===== src/rtl/crg_pkg.sv =====
package crg_pkg;
	// flags register layout
	localparam int FLG_IE = 0;
	localparam int FLG_ZERO = 1;
	localparam int FLG_CARRY = 2;
	localparam int FLG_SUPER = 3;
	localparam int FLG_BANK = 4;
	localparam logic [7:0] FLG_RESET = 8'h02;
	localparam logic [7:0] FLG_USER_MASK = 8'h17;
	localparam logic [7:0] FLG_RSVD_MASK = 8'h1f;
	localparam logic [7:0] FLAGS_ADDR = 8'hf7;
	localparam logic [7:0] BYTE_ZERO = 8'h00;
	localparam logic [15:0] PC_RESET = 16'h0000;
	localparam logic [15:0] PC_STEP1 = 16'h0001;
	localparam logic [15:0] PC_STEP2 = 16'h0002;
	localparam logic [7:0] SP_ONE = 8'h01;

	// destination of a result
	typedef enum logic [2:0] {
		CRG_DST_NONE,
		CRG_DST_ACC,
		CRG_DST_IDX,
		CRG_DST_SP,
		CRG_DST_FLAGS
	} crg_dst_t;

	// operation on the two sources
	typedef enum logic [2:0] {
		CRG_OP_MOV,
		CRG_OP_ADD,
		CRG_OP_SUB,
		CRG_OP_AND,
		CRG_OP_OR,
		CRG_OP_XOR
	} crg_op_t;

	// operand addressing
	typedef enum logic [1:0] {
		CRG_MODE_IMM,
		CRG_MODE_DIRECT
	} crg_mode_t;

	// stack pointer action
	typedef enum logic [2:0] {
		CRG_SP_HOLD,
		CRG_SP_PUSH,
		CRG_SP_POP,
		CRG_SP_CALL,
		CRG_SP_RET
	} crg_sp_t;
endpackage


===== src/rtl/crg_core_regs.sv =====
`timescale 1ns/1ps
`default_nettype none
module crg_core_regs (
	input wire logic sys_clk,
	input wire logic rst_n,
	input wire logic exec_valid,
	input wire crg_pkg::crg_mode_t exec_mode,
	input wire crg_pkg::crg_op_t exec_op,
	input wire crg_pkg::crg_dst_t exec_dst,
	input wire logic [7:0] exec_operand,
	input wire logic [3:0] exec_flag_upd,
	input wire logic [7:0] mem_rdata,
	input wire logic exec_supervisor,
	input wire crg_pkg::crg_sp_t sp_action,
	input wire logic [7:0] sp_data,
	input wire logic pc_load,
	input wire logic [15:0] pc_target,
	input wire logic pc_advance,
	input wire logic reg_rd_en,
	input wire logic [7:0] reg_rd_addr,
	output logic [7:0] accumulator,
	output logic [7:0] index,
	output logic [7:0] stack_top_pointer,
	output logic [7:0] program_counter_high,
	output logic [7:0] program_counter_low,
	output logic [7:0] processor_flags,
	output logic interrupt_master_enable,
	output logic bank_select,
	output logic [7:0] src_addr,
	output logic flags_rd_hit,
	output logic [7:0] flags_rd_data
);
	import crg_pkg::*;

	// ---------------------------------------------------------------
	// state
	// ---------------------------------------------------------------
	logic [7:0] acc_r, acc_nxt;
	logic [7:0] idx_r, idx_nxt;
	logic [7:0] sp_r, sp_nxt;
	logic [15:0] pc_r, pc_nxt;
	logic [7:0] flg_r, flg_nxt;
	logic [7:0] saddr_r, saddr_nxt;
	logic hit_r, hit_nxt;
	logic [7:0] frd_r, frd_nxt;

	// ---------------------------------------------------------------
	// operand steering
	// ---------------------------------------------------------------
	logic [7:0] src_a, src_b;
	logic [8:0] res;
	logic op_carry;

	always_comb begin
		// first source is the selected accumulator, index, stack pointer or flags
		src_a = (exec_dst == CRG_DST_IDX) ? idx_r : acc_r;
		if (exec_dst == CRG_DST_SP) begin
			src_a = sp_r;
		end
		if (exec_dst == CRG_DST_FLAGS) begin
			src_a = flg_r;
		end
		if (exec_mode == CRG_MODE_DIRECT) begin
			src_b = mem_rdata;
		end else begin
			src_b = exec_operand;
		end
	end

	// ---------------------------------------------------------------
	// arithmetic and logic
	// ---------------------------------------------------------------
	always_comb begin
		// ninth bit carries out of add and borrow out of subtract
		res = {1'b0, BYTE_ZERO};
		case (exec_op)
			CRG_OP_MOV: res = {1'b0, src_b};
			CRG_OP_ADD: res = {1'b0, src_a} + {1'b0, src_b};
			CRG_OP_SUB: res = {1'b0, src_a} - {1'b0, src_b};
			CRG_OP_AND: res = {1'b0, src_a & src_b};
			CRG_OP_OR: res = {1'b0, src_a | src_b};
			CRG_OP_XOR: res = {1'b0, src_a ^ src_b};
			default: res = {1'b0, src_b};
		endcase
		op_carry = res[8];
	end

	// ---------------------------------------------------------------
	// accumulator
	// ---------------------------------------------------------------
	logic acc_wr;

	always_comb begin
		// only instruction-side ports reach this; no software address decodes it
		acc_wr = exec_valid && (exec_dst == CRG_DST_ACC);
		acc_nxt = acc_r;
		if (acc_wr) begin
			acc_nxt = res[7:0];
		end
	end

	always_ff @(posedge sys_clk or negedge rst_n) begin
		if (!rst_n) begin
			acc_r <= BYTE_ZERO;
		end else begin
			acc_r <= acc_nxt;
		end
	end

	// ---------------------------------------------------------------
	// index register
	// ---------------------------------------------------------------
	logic idx_wr;

	always_comb begin
		idx_wr = exec_valid && (exec_dst == CRG_DST_IDX);
		idx_nxt = idx_r;
		if (idx_wr) begin
			idx_nxt = res[7:0];
		end
	end

	always_ff @(posedge sys_clk or negedge rst_n) begin
		if (!rst_n) begin
			idx_r <= BYTE_ZERO;
		end else begin
			idx_r <= idx_nxt;
		end
	end

	// ---------------------------------------------------------------
	// stack pointer
	// ---------------------------------------------------------------
	always_comb begin
		sp_nxt = sp_r;
		if (exec_valid && exec_dst == CRG_DST_SP) begin
			sp_nxt = res[7:0];
		end
		// stack instructions win over a same-cycle result aimed at the pointer
		case (sp_action)
			CRG_SP_PUSH: sp_nxt = sp_r + SP_ONE;
			CRG_SP_CALL: begin
				if (sp_data != BYTE_ZERO) begin
					sp_nxt = sp_r + sp_data;
				end else begin
					sp_nxt = sp_r + SP_ONE;
				end
			end
			CRG_SP_POP, CRG_SP_RET: sp_nxt = sp_r - SP_ONE;
			default: begin
			end
		endcase
	end

	always_ff @(posedge sys_clk or negedge rst_n) begin
		if (!rst_n) begin
			sp_r <= BYTE_ZERO;
		end else begin
			sp_r <= sp_nxt;
		end
	end

	// ---------------------------------------------------------------
	// program counter
	// ---------------------------------------------------------------
	always_comb begin
		pc_nxt = pc_r;
		// a load wins over any advance in the same cycle
		if (pc_load) begin
			pc_nxt = pc_target;
		end else if (pc_advance && exec_valid) begin
			// any valid instruction, immediate or direct, is two bytes long
			pc_nxt = pc_r + PC_STEP2;
		end else if (pc_advance) begin
			pc_nxt = pc_r + PC_STEP1;
		end
	end

	always_ff @(posedge sys_clk or negedge rst_n) begin
		if (!rst_n) begin
			pc_r <= PC_RESET;
		end else begin
			pc_r <= pc_nxt;
		end
	end

	// ---------------------------------------------------------------
	// flags
	// ---------------------------------------------------------------
	always_comb begin
		flg_nxt = flg_r;
		if (exec_valid && exec_dst == CRG_DST_FLAGS) begin
			// software may touch only its own bits; privileged kept
			flg_nxt = (flg_r & ~FLG_USER_MASK) | (res[7:0] & FLG_USER_MASK);
		end else if (exec_valid) begin
			if (exec_flag_upd[FLG_CARRY]) begin
				flg_nxt[FLG_CARRY] = op_carry;
			end
			if (exec_flag_upd[FLG_ZERO]) begin
				flg_nxt[FLG_ZERO] = (res[7:0] == BYTE_ZERO);
			end
		end
		// hardware tracks supervisor state, overriding any user value
		flg_nxt[FLG_SUPER] = exec_supervisor;
		flg_nxt = flg_nxt & FLG_RSVD_MASK;
	end

	always_ff @(posedge sys_clk or negedge rst_n) begin
		if (!rst_n) begin
			flg_r <= FLG_RESET;
		end else begin
			flg_r <= flg_nxt;
		end
	end

	// ---------------------------------------------------------------
	// source address and flags read probe
	// ---------------------------------------------------------------
	always_comb begin
		// direct mode: second byte is the source address
		saddr_nxt = saddr_r;
		if (exec_valid && exec_mode == CRG_MODE_DIRECT) begin
			saddr_nxt = exec_operand;
		end
		// any other address reads as zero, so no other alias exists
		hit_nxt = reg_rd_en && (reg_rd_addr == FLAGS_ADDR);
		frd_nxt = hit_nxt ? flg_r : BYTE_ZERO;
	end

	always_ff @(posedge sys_clk or negedge rst_n) begin
		if (!rst_n) begin
			saddr_r <= BYTE_ZERO;
			hit_r <= 1'b0;
			frd_r <= BYTE_ZERO;
		end else begin
			saddr_r <= saddr_nxt;
			hit_r <= hit_nxt;
			frd_r <= frd_nxt;
		end
	end

	// ---------------------------------------------------------------
	// outputs
	// ---------------------------------------------------------------
	assign accumulator = acc_r;
	assign index = idx_r;
	assign stack_top_pointer = sp_r;
	assign program_counter_high = pc_r[15:8];
	assign program_counter_low = pc_r[7:0];
	assign processor_flags = flg_r;
	assign interrupt_master_enable = flg_r[FLG_IE];
	assign bank_select = flg_r[FLG_BANK];
	assign src_addr = saddr_r;
	assign flags_rd_hit = hit_r;
	assign flags_rd_data = frd_r;
endmodule
`default_nettype wire


===== config.mk =====
export PLATFORM = sky130hd
export DESIGN_NAME = crg_core_regs
export DESIGN_NICKNAME = d
export VERILOG_FILES = /design/src/rtl/crg_pkg.sv /design/src/rtl/crg_core_regs.sv
export SDC_FILE = /design/constraint.sdc
export NUM_CORES = 1
export LEC_CHECK = 0
export BUFFER_PORTS_ARGS = -buffer_cell sky130_fd_sc_hd__buf_2
export CAP_MARGIN = 20
export CORE_MARGIN = 2
export CORE_UTILIZATION = 25
export DETAILED_ROUTE_END_ITERATION = 8
export SETUP_SLACK_MARGIN = 0.2
export SYNTH_ARGS = -nofsm -noshare
export SYNTH_HDL_FRONTEND = slang
export SYNTH_SLANG_ARGS = --single-unit

===== constraint.sdc =====
create_clock -name sys_clk -period 3.6 [get_ports sys_clk]
set_input_delay 0.72 -clock sys_clk [delete_from_list [all_inputs] [get_ports sys_clk]]
set_output_delay 0.72 -clock sys_clk [all_outputs]
set_load 0.01 [all_outputs]

==> impl_metrics.env, run 1 <==
export IMPL_status="finished clean"
export IMPL_numPortBuffers=128
export IMPL_final_common_cell="buf_2"
export IMPL_drc=0
export IMPL_placed_cells=1007
export IMPL_r2r_end="processor_flags[1]$_DFFE_PN1P_"
export IMPL_skew_ns=0.00768
export IMPL_yosysTopAreaCell="dfrtp_1"
export IMPL_grt_pass1_vias=4467
export IMPL_fp_coreArea_sq_um=19600
export IMPL_mappedNetlistArea_sq_um=5040
export IMPL_vdd_ir_drop_max_uv=242
export IMPL_path_class="in -> reg"
export IMPL_cts_tree="built"
export IMPL_viasPerCell=4.71
export IMPL_powerDensity_nw_per_um2=537
export IMPL_hold_buffers=0
export IMPL_fin_crit_sh=0.900
export IMPL_switching_share=0.389
export IMPL_critPathCaptureType="flip-flop"
export IMPL_min_path_type="in -> reg"
export IMPL_p_leak_uw=0.00305
export IMPL_tightest_slew_ns=0.913
export IMPL_cp_start_kind="input pin"
export IMPL_overflow=0
export IMPL_die_h_um=146
export IMPL_finalMaxSlewViolations=0
export IMPL_synth_edff_count=0
export IMPL_cp_startpoint="mem_rdata[4]"
export IMPL_area_growth_pct=30.2
export IMPL_routedWlPerCell_um=14.4
export IMPL_first_pass_iters=5
export IMPL_hpwl_mm=11.5
export IMPL_required_ns=3.83
export IMPL_cp_arrival_ns=3.47
export IMPL_clkPwrFrac=0.265
export IMPL_cts_setup_buffers=0
export IMPL_hold_viol=0
export IMPL_synth_area_leaders="dfrtp_1 29%, ha_1 8.9%, nand2_1 5.1%, mux2i_1 4.6%, o21ai_0 4.4%"
export IMPL_track_usage=0.138
export IMPL_synth_area_per_cell_sq_um=8.40
export IMPL_combPwrFrac=0.461
export IMPL_setup_tns_ns=0
export IMPL_io_pins=137
export IMPL_clk_latency_ns=0.34
export IMPL_routed_via_count=4821
export IMPL_netlist_instances=600
export IMPL_wl_mm=14.7
export IMPL_clockBufferDepth=2
export IMPL_ff2ff_setup_slack_ns=0.71
export IMPL_setup_viol=0
export IMPL_h_tree_depth=3
export IMPL_num_antenna_cells=0
export IMPL_setup_ws_ns=0.361
export IMPL_synth_seq_area_share=0.293
export IMPL_slew_headroom=0.391
export IMPL_async_flop_share=1.00
export IMPL_crit_fanout=4
export IMPL_cts_clk_slew_worst_paths_ns=0.05
export IMPL_dpl_worst_slack_ns=-0.0759
export IMPL_min_period_ns=3.24
export IMPL_ant_nets=0
export IMPL_routabilityCongestion=0.817
export IMPL_die_w_um=146
export IMPL_drt_initial_drc_count=235
export IMPL_drv_cap=0
export IMPL_fmax_mhz=309
export IMPL_grt_max_degree=38
export IMPL_final_cells=1023
export IMPL_synth_cell_types=70
export IMPL_worstSetupEndpoint="stack_top_pointer[7]$_DFFE_PN0P_"
export IMPL_final_cell_mix="128 x buf_2, 69 x nand2_1, 58 x dfrtp_1, 47 x buf_4, 45 x nor2_1"
export IMPL_clock_root_buffer="clkbuf_16"
export IMPL_cts_buffers=9
export IMPL_grt_pass1_wl_mm=23.7
export IMPL_antenna_found_initial=0
export IMPL_layout_drive_gt1_share=0.290
export IMPL_rr_startpoint="index[0]$_DFFE_PN0P_"
export IMPL_synth_seq_cells=59
export IMPL_reg2reg_depth=14
export IMPL_yosysWarnings=0
export IMPL_power_total_uw=3520
export IMPL_cts_sinks=59
export IMPL_synth_main_ff_cell="dfrtp_1"
export IMPL_power_switching_uw=1370
export IMPL_dieArea_sq_um=21300
export IMPL_sequentialPowerShare=0.273
export IMPL_initial_utilization=0.257
export IMPL_p_int_uw=2150
export IMPL_synth_top_area_share=0.288
export IMPL_final_nets=861
export IMPL_rsz0062_at_grt="yes"
export IMPL_fp_row_count=51
-- critical path: stages --
cell and delay [ns]:
buf_2 0.10, or4b_2 0.66, o31ai_1 0.11, a31oi_1 0.14, xnor2_1 0.14, ha_1 0.28, and2_1 0.15, a221o_1 0.35
a2bb2oi_2 0.16, a41o_1 0.19, nor2_1 0.04, buf_4 0.15, o311ai_1 0.26
-- metrics by stage --
step | util | hold WS [ns] | instance area, sq um
2_1_floorplan | - | 0.424 | 5090
3_3_place_gp | 0.318 | 0.487 | 6220
3_5_place_dp | 0.318 | 0.490 | 6220
4_1_cts | 0.334 | 0.475 | 6540
5_1_grt | 0.335 | 0.475 | 6560
6_report | 0.335 | 0.490 | 6560
-- kinds of logic (layout without fill, tap and decap cells) --
group,Yosys count,in the layout,synth area share
mux,36,36,0.0770
buf+inv,66,219,0.0593
fa+ha+maj,38,38,0.0973
other cells,1,6,0.000744
xor+xnor,40,40,0.0695
simple gates,199,199,0.193
compound gates,161,161,0.209
flops,59,59,0.293
-- Yosys cell counts (5+ instances only) --
cell and instances:
mux2i_1 23, nand4_1 7, nor2b_1 14, dfrtp_1 58, and3_1 6, clkbuf_1 21
nand2b_1 11, o21a_1 7, xnor2_1 21, and2_1 9, nand3_1 10, xor2_1 19
or3_1 6, mux2_2 12, a21oi_1 38, buf_4 9, ha_1 36, nor2_1 46
nand2_1 69, a21o_1 5, a31oi_1 6, inv_1 28, a221oi_1 6, o21ai_0 44
a211oi_1 8
-- state kept, by name, indices dropped and copies added, names as in the netlist --
name,flops
flags_rd_data,5
flags_rd_hit,1
accumulator,8
index,8
stack_top_pointer,8
pc_r,16
processor_flags,5
src_addr,8
-- metal layers --
layer | GRT usage | routed length, um | vias up | share of wire
met1 | 0.193 | 7180 | 2233 | 0.49
li1 | - | - | 2434 | -
met4 | 0.0338 | 156 | 0 | 0.011
met5 | 0 | 0 | - | 0
met2 | 0.212 | 6490 | 142 | 0.44
met3 | 0.0345 | 906 | 12 | 0.061
-- power by group through the flow --
stage	Sequential, uW	Clock [uW]	Combinational [uW]
floorplan	1020	0	981
global placement	972	0	1590
detailed placement	974	0	1610
CTS	966	962	1620
global route	989	986	1810
finish	963	935	1630
-- how the worst min path moves through the flow --
stage	start	end	cells after the start
6_report	exec_supervisor	processor_flags[3]$_DFF_PN0_	1
5_1_grt	exec_supervisor	processor_flags[3]$_DFF_PN0_	1
3_3_place_gp	src_addr[7]$_DFFE_PN0P_	src_addr[7]$_DFFE_PN0P_	1
3_5_place_dp	src_addr[3]$_DFFE_PN0P_	src_addr[3]$_DFFE_PN0P_	1
4_1_cts	exec_supervisor	processor_flags[3]$_DFF_PN0_	1
2_1_floorplan	rst_n	accumulator[0]$_DFFE_PN0P_	0
-- what timing repair did --
item	in CTS	in global routing
gates resized for setup	0	5
setup endpoints to repair	0	10
hold endpoints to repair	0	0
-- final cells by class --
type | count | area, sq um
timing repair buffer | 175 | 993
tap | 265 | 332
multi-input combinational | 480 | 3330
inverter | 28 | 105
fill | 2083 | 13000
clock buffer | 9 | 225
clock inverter | 7 | 92.6
sequential | 59 | 1480
Power figures use the tool's default switching activity.
==> run 2, diff against run 1 <==
--- a/config.mk
+++ b/config.mk
@@ -8,8 +8,9 @@
 export BUFFER_PORTS_ARGS = -buffer_cell sky130_fd_sc_hd__buf_2
 export CAP_MARGIN = 20
 export CORE_MARGIN = 2
-export CORE_UTILIZATION = 25
+export CORE_UTILIZATION = 49
 export DETAILED_ROUTE_END_ITERATION = 8
+export PLACE_DENSITY = 0.78
 export SETUP_SLACK_MARGIN = 0.2
 export SYNTH_ARGS = -nofsm -noshare
 export SYNTH_HDL_FRONTEND = slang
==> constraint.sdc (replaced) <==
create_clock -name sys_clk -period 2.9 [get_ports sys_clk]
set_input_delay 0.58 -clock sys_clk [delete_from_list [all_inputs] [get_ports sys_clk]]
set_output_delay 0.58 -clock sys_clk [all_outputs]
set_load 0.01 [all_outputs]
==> impl_metrics.env, run 2 (synthesis results as in run 1) <==
export IMPL_drt_initial_drc_count=365
export IMPL_overflow=0
export IMPL_grt_pass1_wl_mm=24.9
export IMPL_cp_arrival_ns=3.28
export IMPL_p_leak_uw=0.00327
export IMPL_fp_row_count=37
export IMPL_clk_latency_ns=0.36
export IMPL_drc=0
export IMPL_finalMaxSlewViolations=0
export IMPL_final_common_cell="buf_2"
export IMPL_largest_reg_flops=16
export IMPL_final_nets=903
export IMPL_grt_max_degree=43
export IMPL_clock_root_buffer="clkbuf_8"
export IMPL_hpwl_mm=11.6
export IMPL_hold_viol=0
export IMPL_tightest_slew_ns=1.16
export IMPL_required_ns=3.16
export IMPL_num_antenna_cells=0
export IMPL_critPathCaptureType="flip-flop"
export IMPL_routabilityCongestion=0.916
export IMPL_grt_pass1_vias=5229
export IMPL_layout_drive_gt1_share=0.369
export IMPL_cts_sinks=59
export IMPL_routed_via_count=5321
export IMPL_min_period_ns=3.02
export IMPL_cp_start_kind="input pin"
export IMPL_cts_buffers=9
export IMPL_routedWlPerCell_um=16.8
export IMPL_setup_ws_ns=-0.120
export IMPL_rsz0062_at_grt="yes"
export IMPL_h_tree_depth=3
export IMPL_fmax_mhz=331
export IMPL_power_total_uw=4360
export IMPL_die_h_um=105
export IMPL_fin_crit_sh=1.04
export IMPL_min_path_type="in -> async"
export IMPL_drv_cap=0
export IMPL_crit_fanout=4
export IMPL_cts_tree="built"
export IMPL_path_class="in -> reg"
export IMPL_clockBufferDepth=2
export IMPL_io_pins=137
export IMPL_antenna_found_initial=0
export IMPL_top_register="pc_r"
export IMPL_powerDensity_nw_per_um2=635
export IMPL_first_pass_iters=5
export IMPL_final_cell_mix="125 x buf_2, 86 x buf_4, 69 x nand2_1, 58 x dfrtp_1, 43 x nor2_1"
export IMPL_area_growth_pct=36.4
export IMPL_num_fill_cells=806
export IMPL_slew_headroom=0.223
export IMPL_track_usage=0.277
export IMPL_fp_coreArea_sq_um=10100
export IMPL_wl_mm=15.7
export IMPL_numPortBuffers=128
export IMPL_skew_ns=0.00825
export IMPL_dpl_worst_slack_ns=-0.560
export IMPL_cts_clk_slew_worst_paths_ns=0.07
export IMPL_initial_utilization=0.497
export IMPL_violations="setup timing"
export IMPL_die_w_um=105
export IMPL_vdd_ir_drop_max_uv=370
export IMPL_setup_viol=15
export IMPL_status="finished, violations left"
export IMPL_ant_nets=0
export IMPL_dieArea_sq_um=11100
export IMPL_viasPerCell=5.68
export IMPL_final_core_util=0.678
==> run 2: cell count changes in the layout (fill, tap and decap cells not counted), sizes merged <==
cell | previous run | this run
inv | 28 | 29
buf | 175 | 217
bufinv | 2 | 1
clkinv | 2 | 3
clkinvlp | 3 | 2
==> run 2: what timing repair did <==
item,4_1_cts,5_1_grt
gates resized for setup,28,20
hold buffers,0,0
buffers inserted,7,7
pin swaps,13,12
setup endpoints to repair,20,24
endpoints found under the hold margin,0,0
==> run 2: through the flow <==
| step | hold WS, ns | setup TNS, ns | instances | cell area, sq um |
|---|---|---|---|---|
| 5_1_grt | 0.169 | -3.18 | 936 | 6870 |
| 4_1_cts | 0.166 | -0.0580 | 929 | 6730 |
| 3_5_place_dp | 0.496 | -9.63 | 906 | 6350 |
| 2_1_floorplan | 0.284 | -2.71 | 605 | 5170 |
| 6_report | 0.161 | -0.743 | 936 | 6870 |
| 3_3_place_gp | 0.486 | -7.64 | 906 | 6350 |
==> run 2: where the power goes <==
part / switching [uW] / total (uW) / internal [uW]
combinational: 1260 / 2400 / 1140
clock: 384 / 784 / 400
sequential: 181 / 1180 / 998
==> run 2: final cells by class <==
| class | instances | area [sq um] | area share |
|---|---|---|---|
| flip-flops and latches | 59 | 1480 | 0.215 |
| well taps | 136 | 170 | 0.0248 |
| inverters | 28 | 105 | 0.0153 |
| multi-input cells | 480 | 3580 | 0.521 |
| clock buffers | 9 | 124 | 0.0180 |
| clock inverters | 7 | 76.3 | 0.0111 |
| repair buffers | 217 | 1340 | 0.195 |
==> run 2: critical path: stages <==
cell and delay [ns]:
buf_8 0.10, nor2b_4 0.23, mux2i_4 0.33, inv_2 0.09
nor2_4 0.15, a31oi_1 0.11, xnor2_1 0.14, ha_1 0.31
and2_4 0.15, a221o_1 0.34, a2bb2oi_2 0.20, a41o_1 0.25
nor2_4 0.06, o311ai_2 0.23
==> run 2: path summary, 6_finish.rpt <==
path,slack (ns),to,start,cells past startpoint
max,-0.12,stack_top_pointer[7]$_DFFE_PN0P_,exec_mode[1],14
min,0.16,index[7]$_DFFE_PN0P_,rst_n,1
max reg2reg,0.10,processor_flags[1]$_DFFE_PN1P_,index[0]$_DFFE_PN0P_,12
min reg2reg,0.51,src_addr[0]$_DFFE_PN0P_,src_addr[0]$_DFFE_PN0P_,1
max in group asynchronous,1.84,pc_r[1]$_DFFE_PN0P_,rst_n,2
min in group sys_clk,0.32,processor_flags[3]$_DFF_PN0_,exec_supervisor,1
==> run 2: metal layers <==
metal,vias up,wire [um],track usage
met5,-,0,0
met4,0,488,0.110
met3,48,1020,0.0495
met2,234,8130,0.487
met1,2519,6100,0.336
li1,2520,-,-
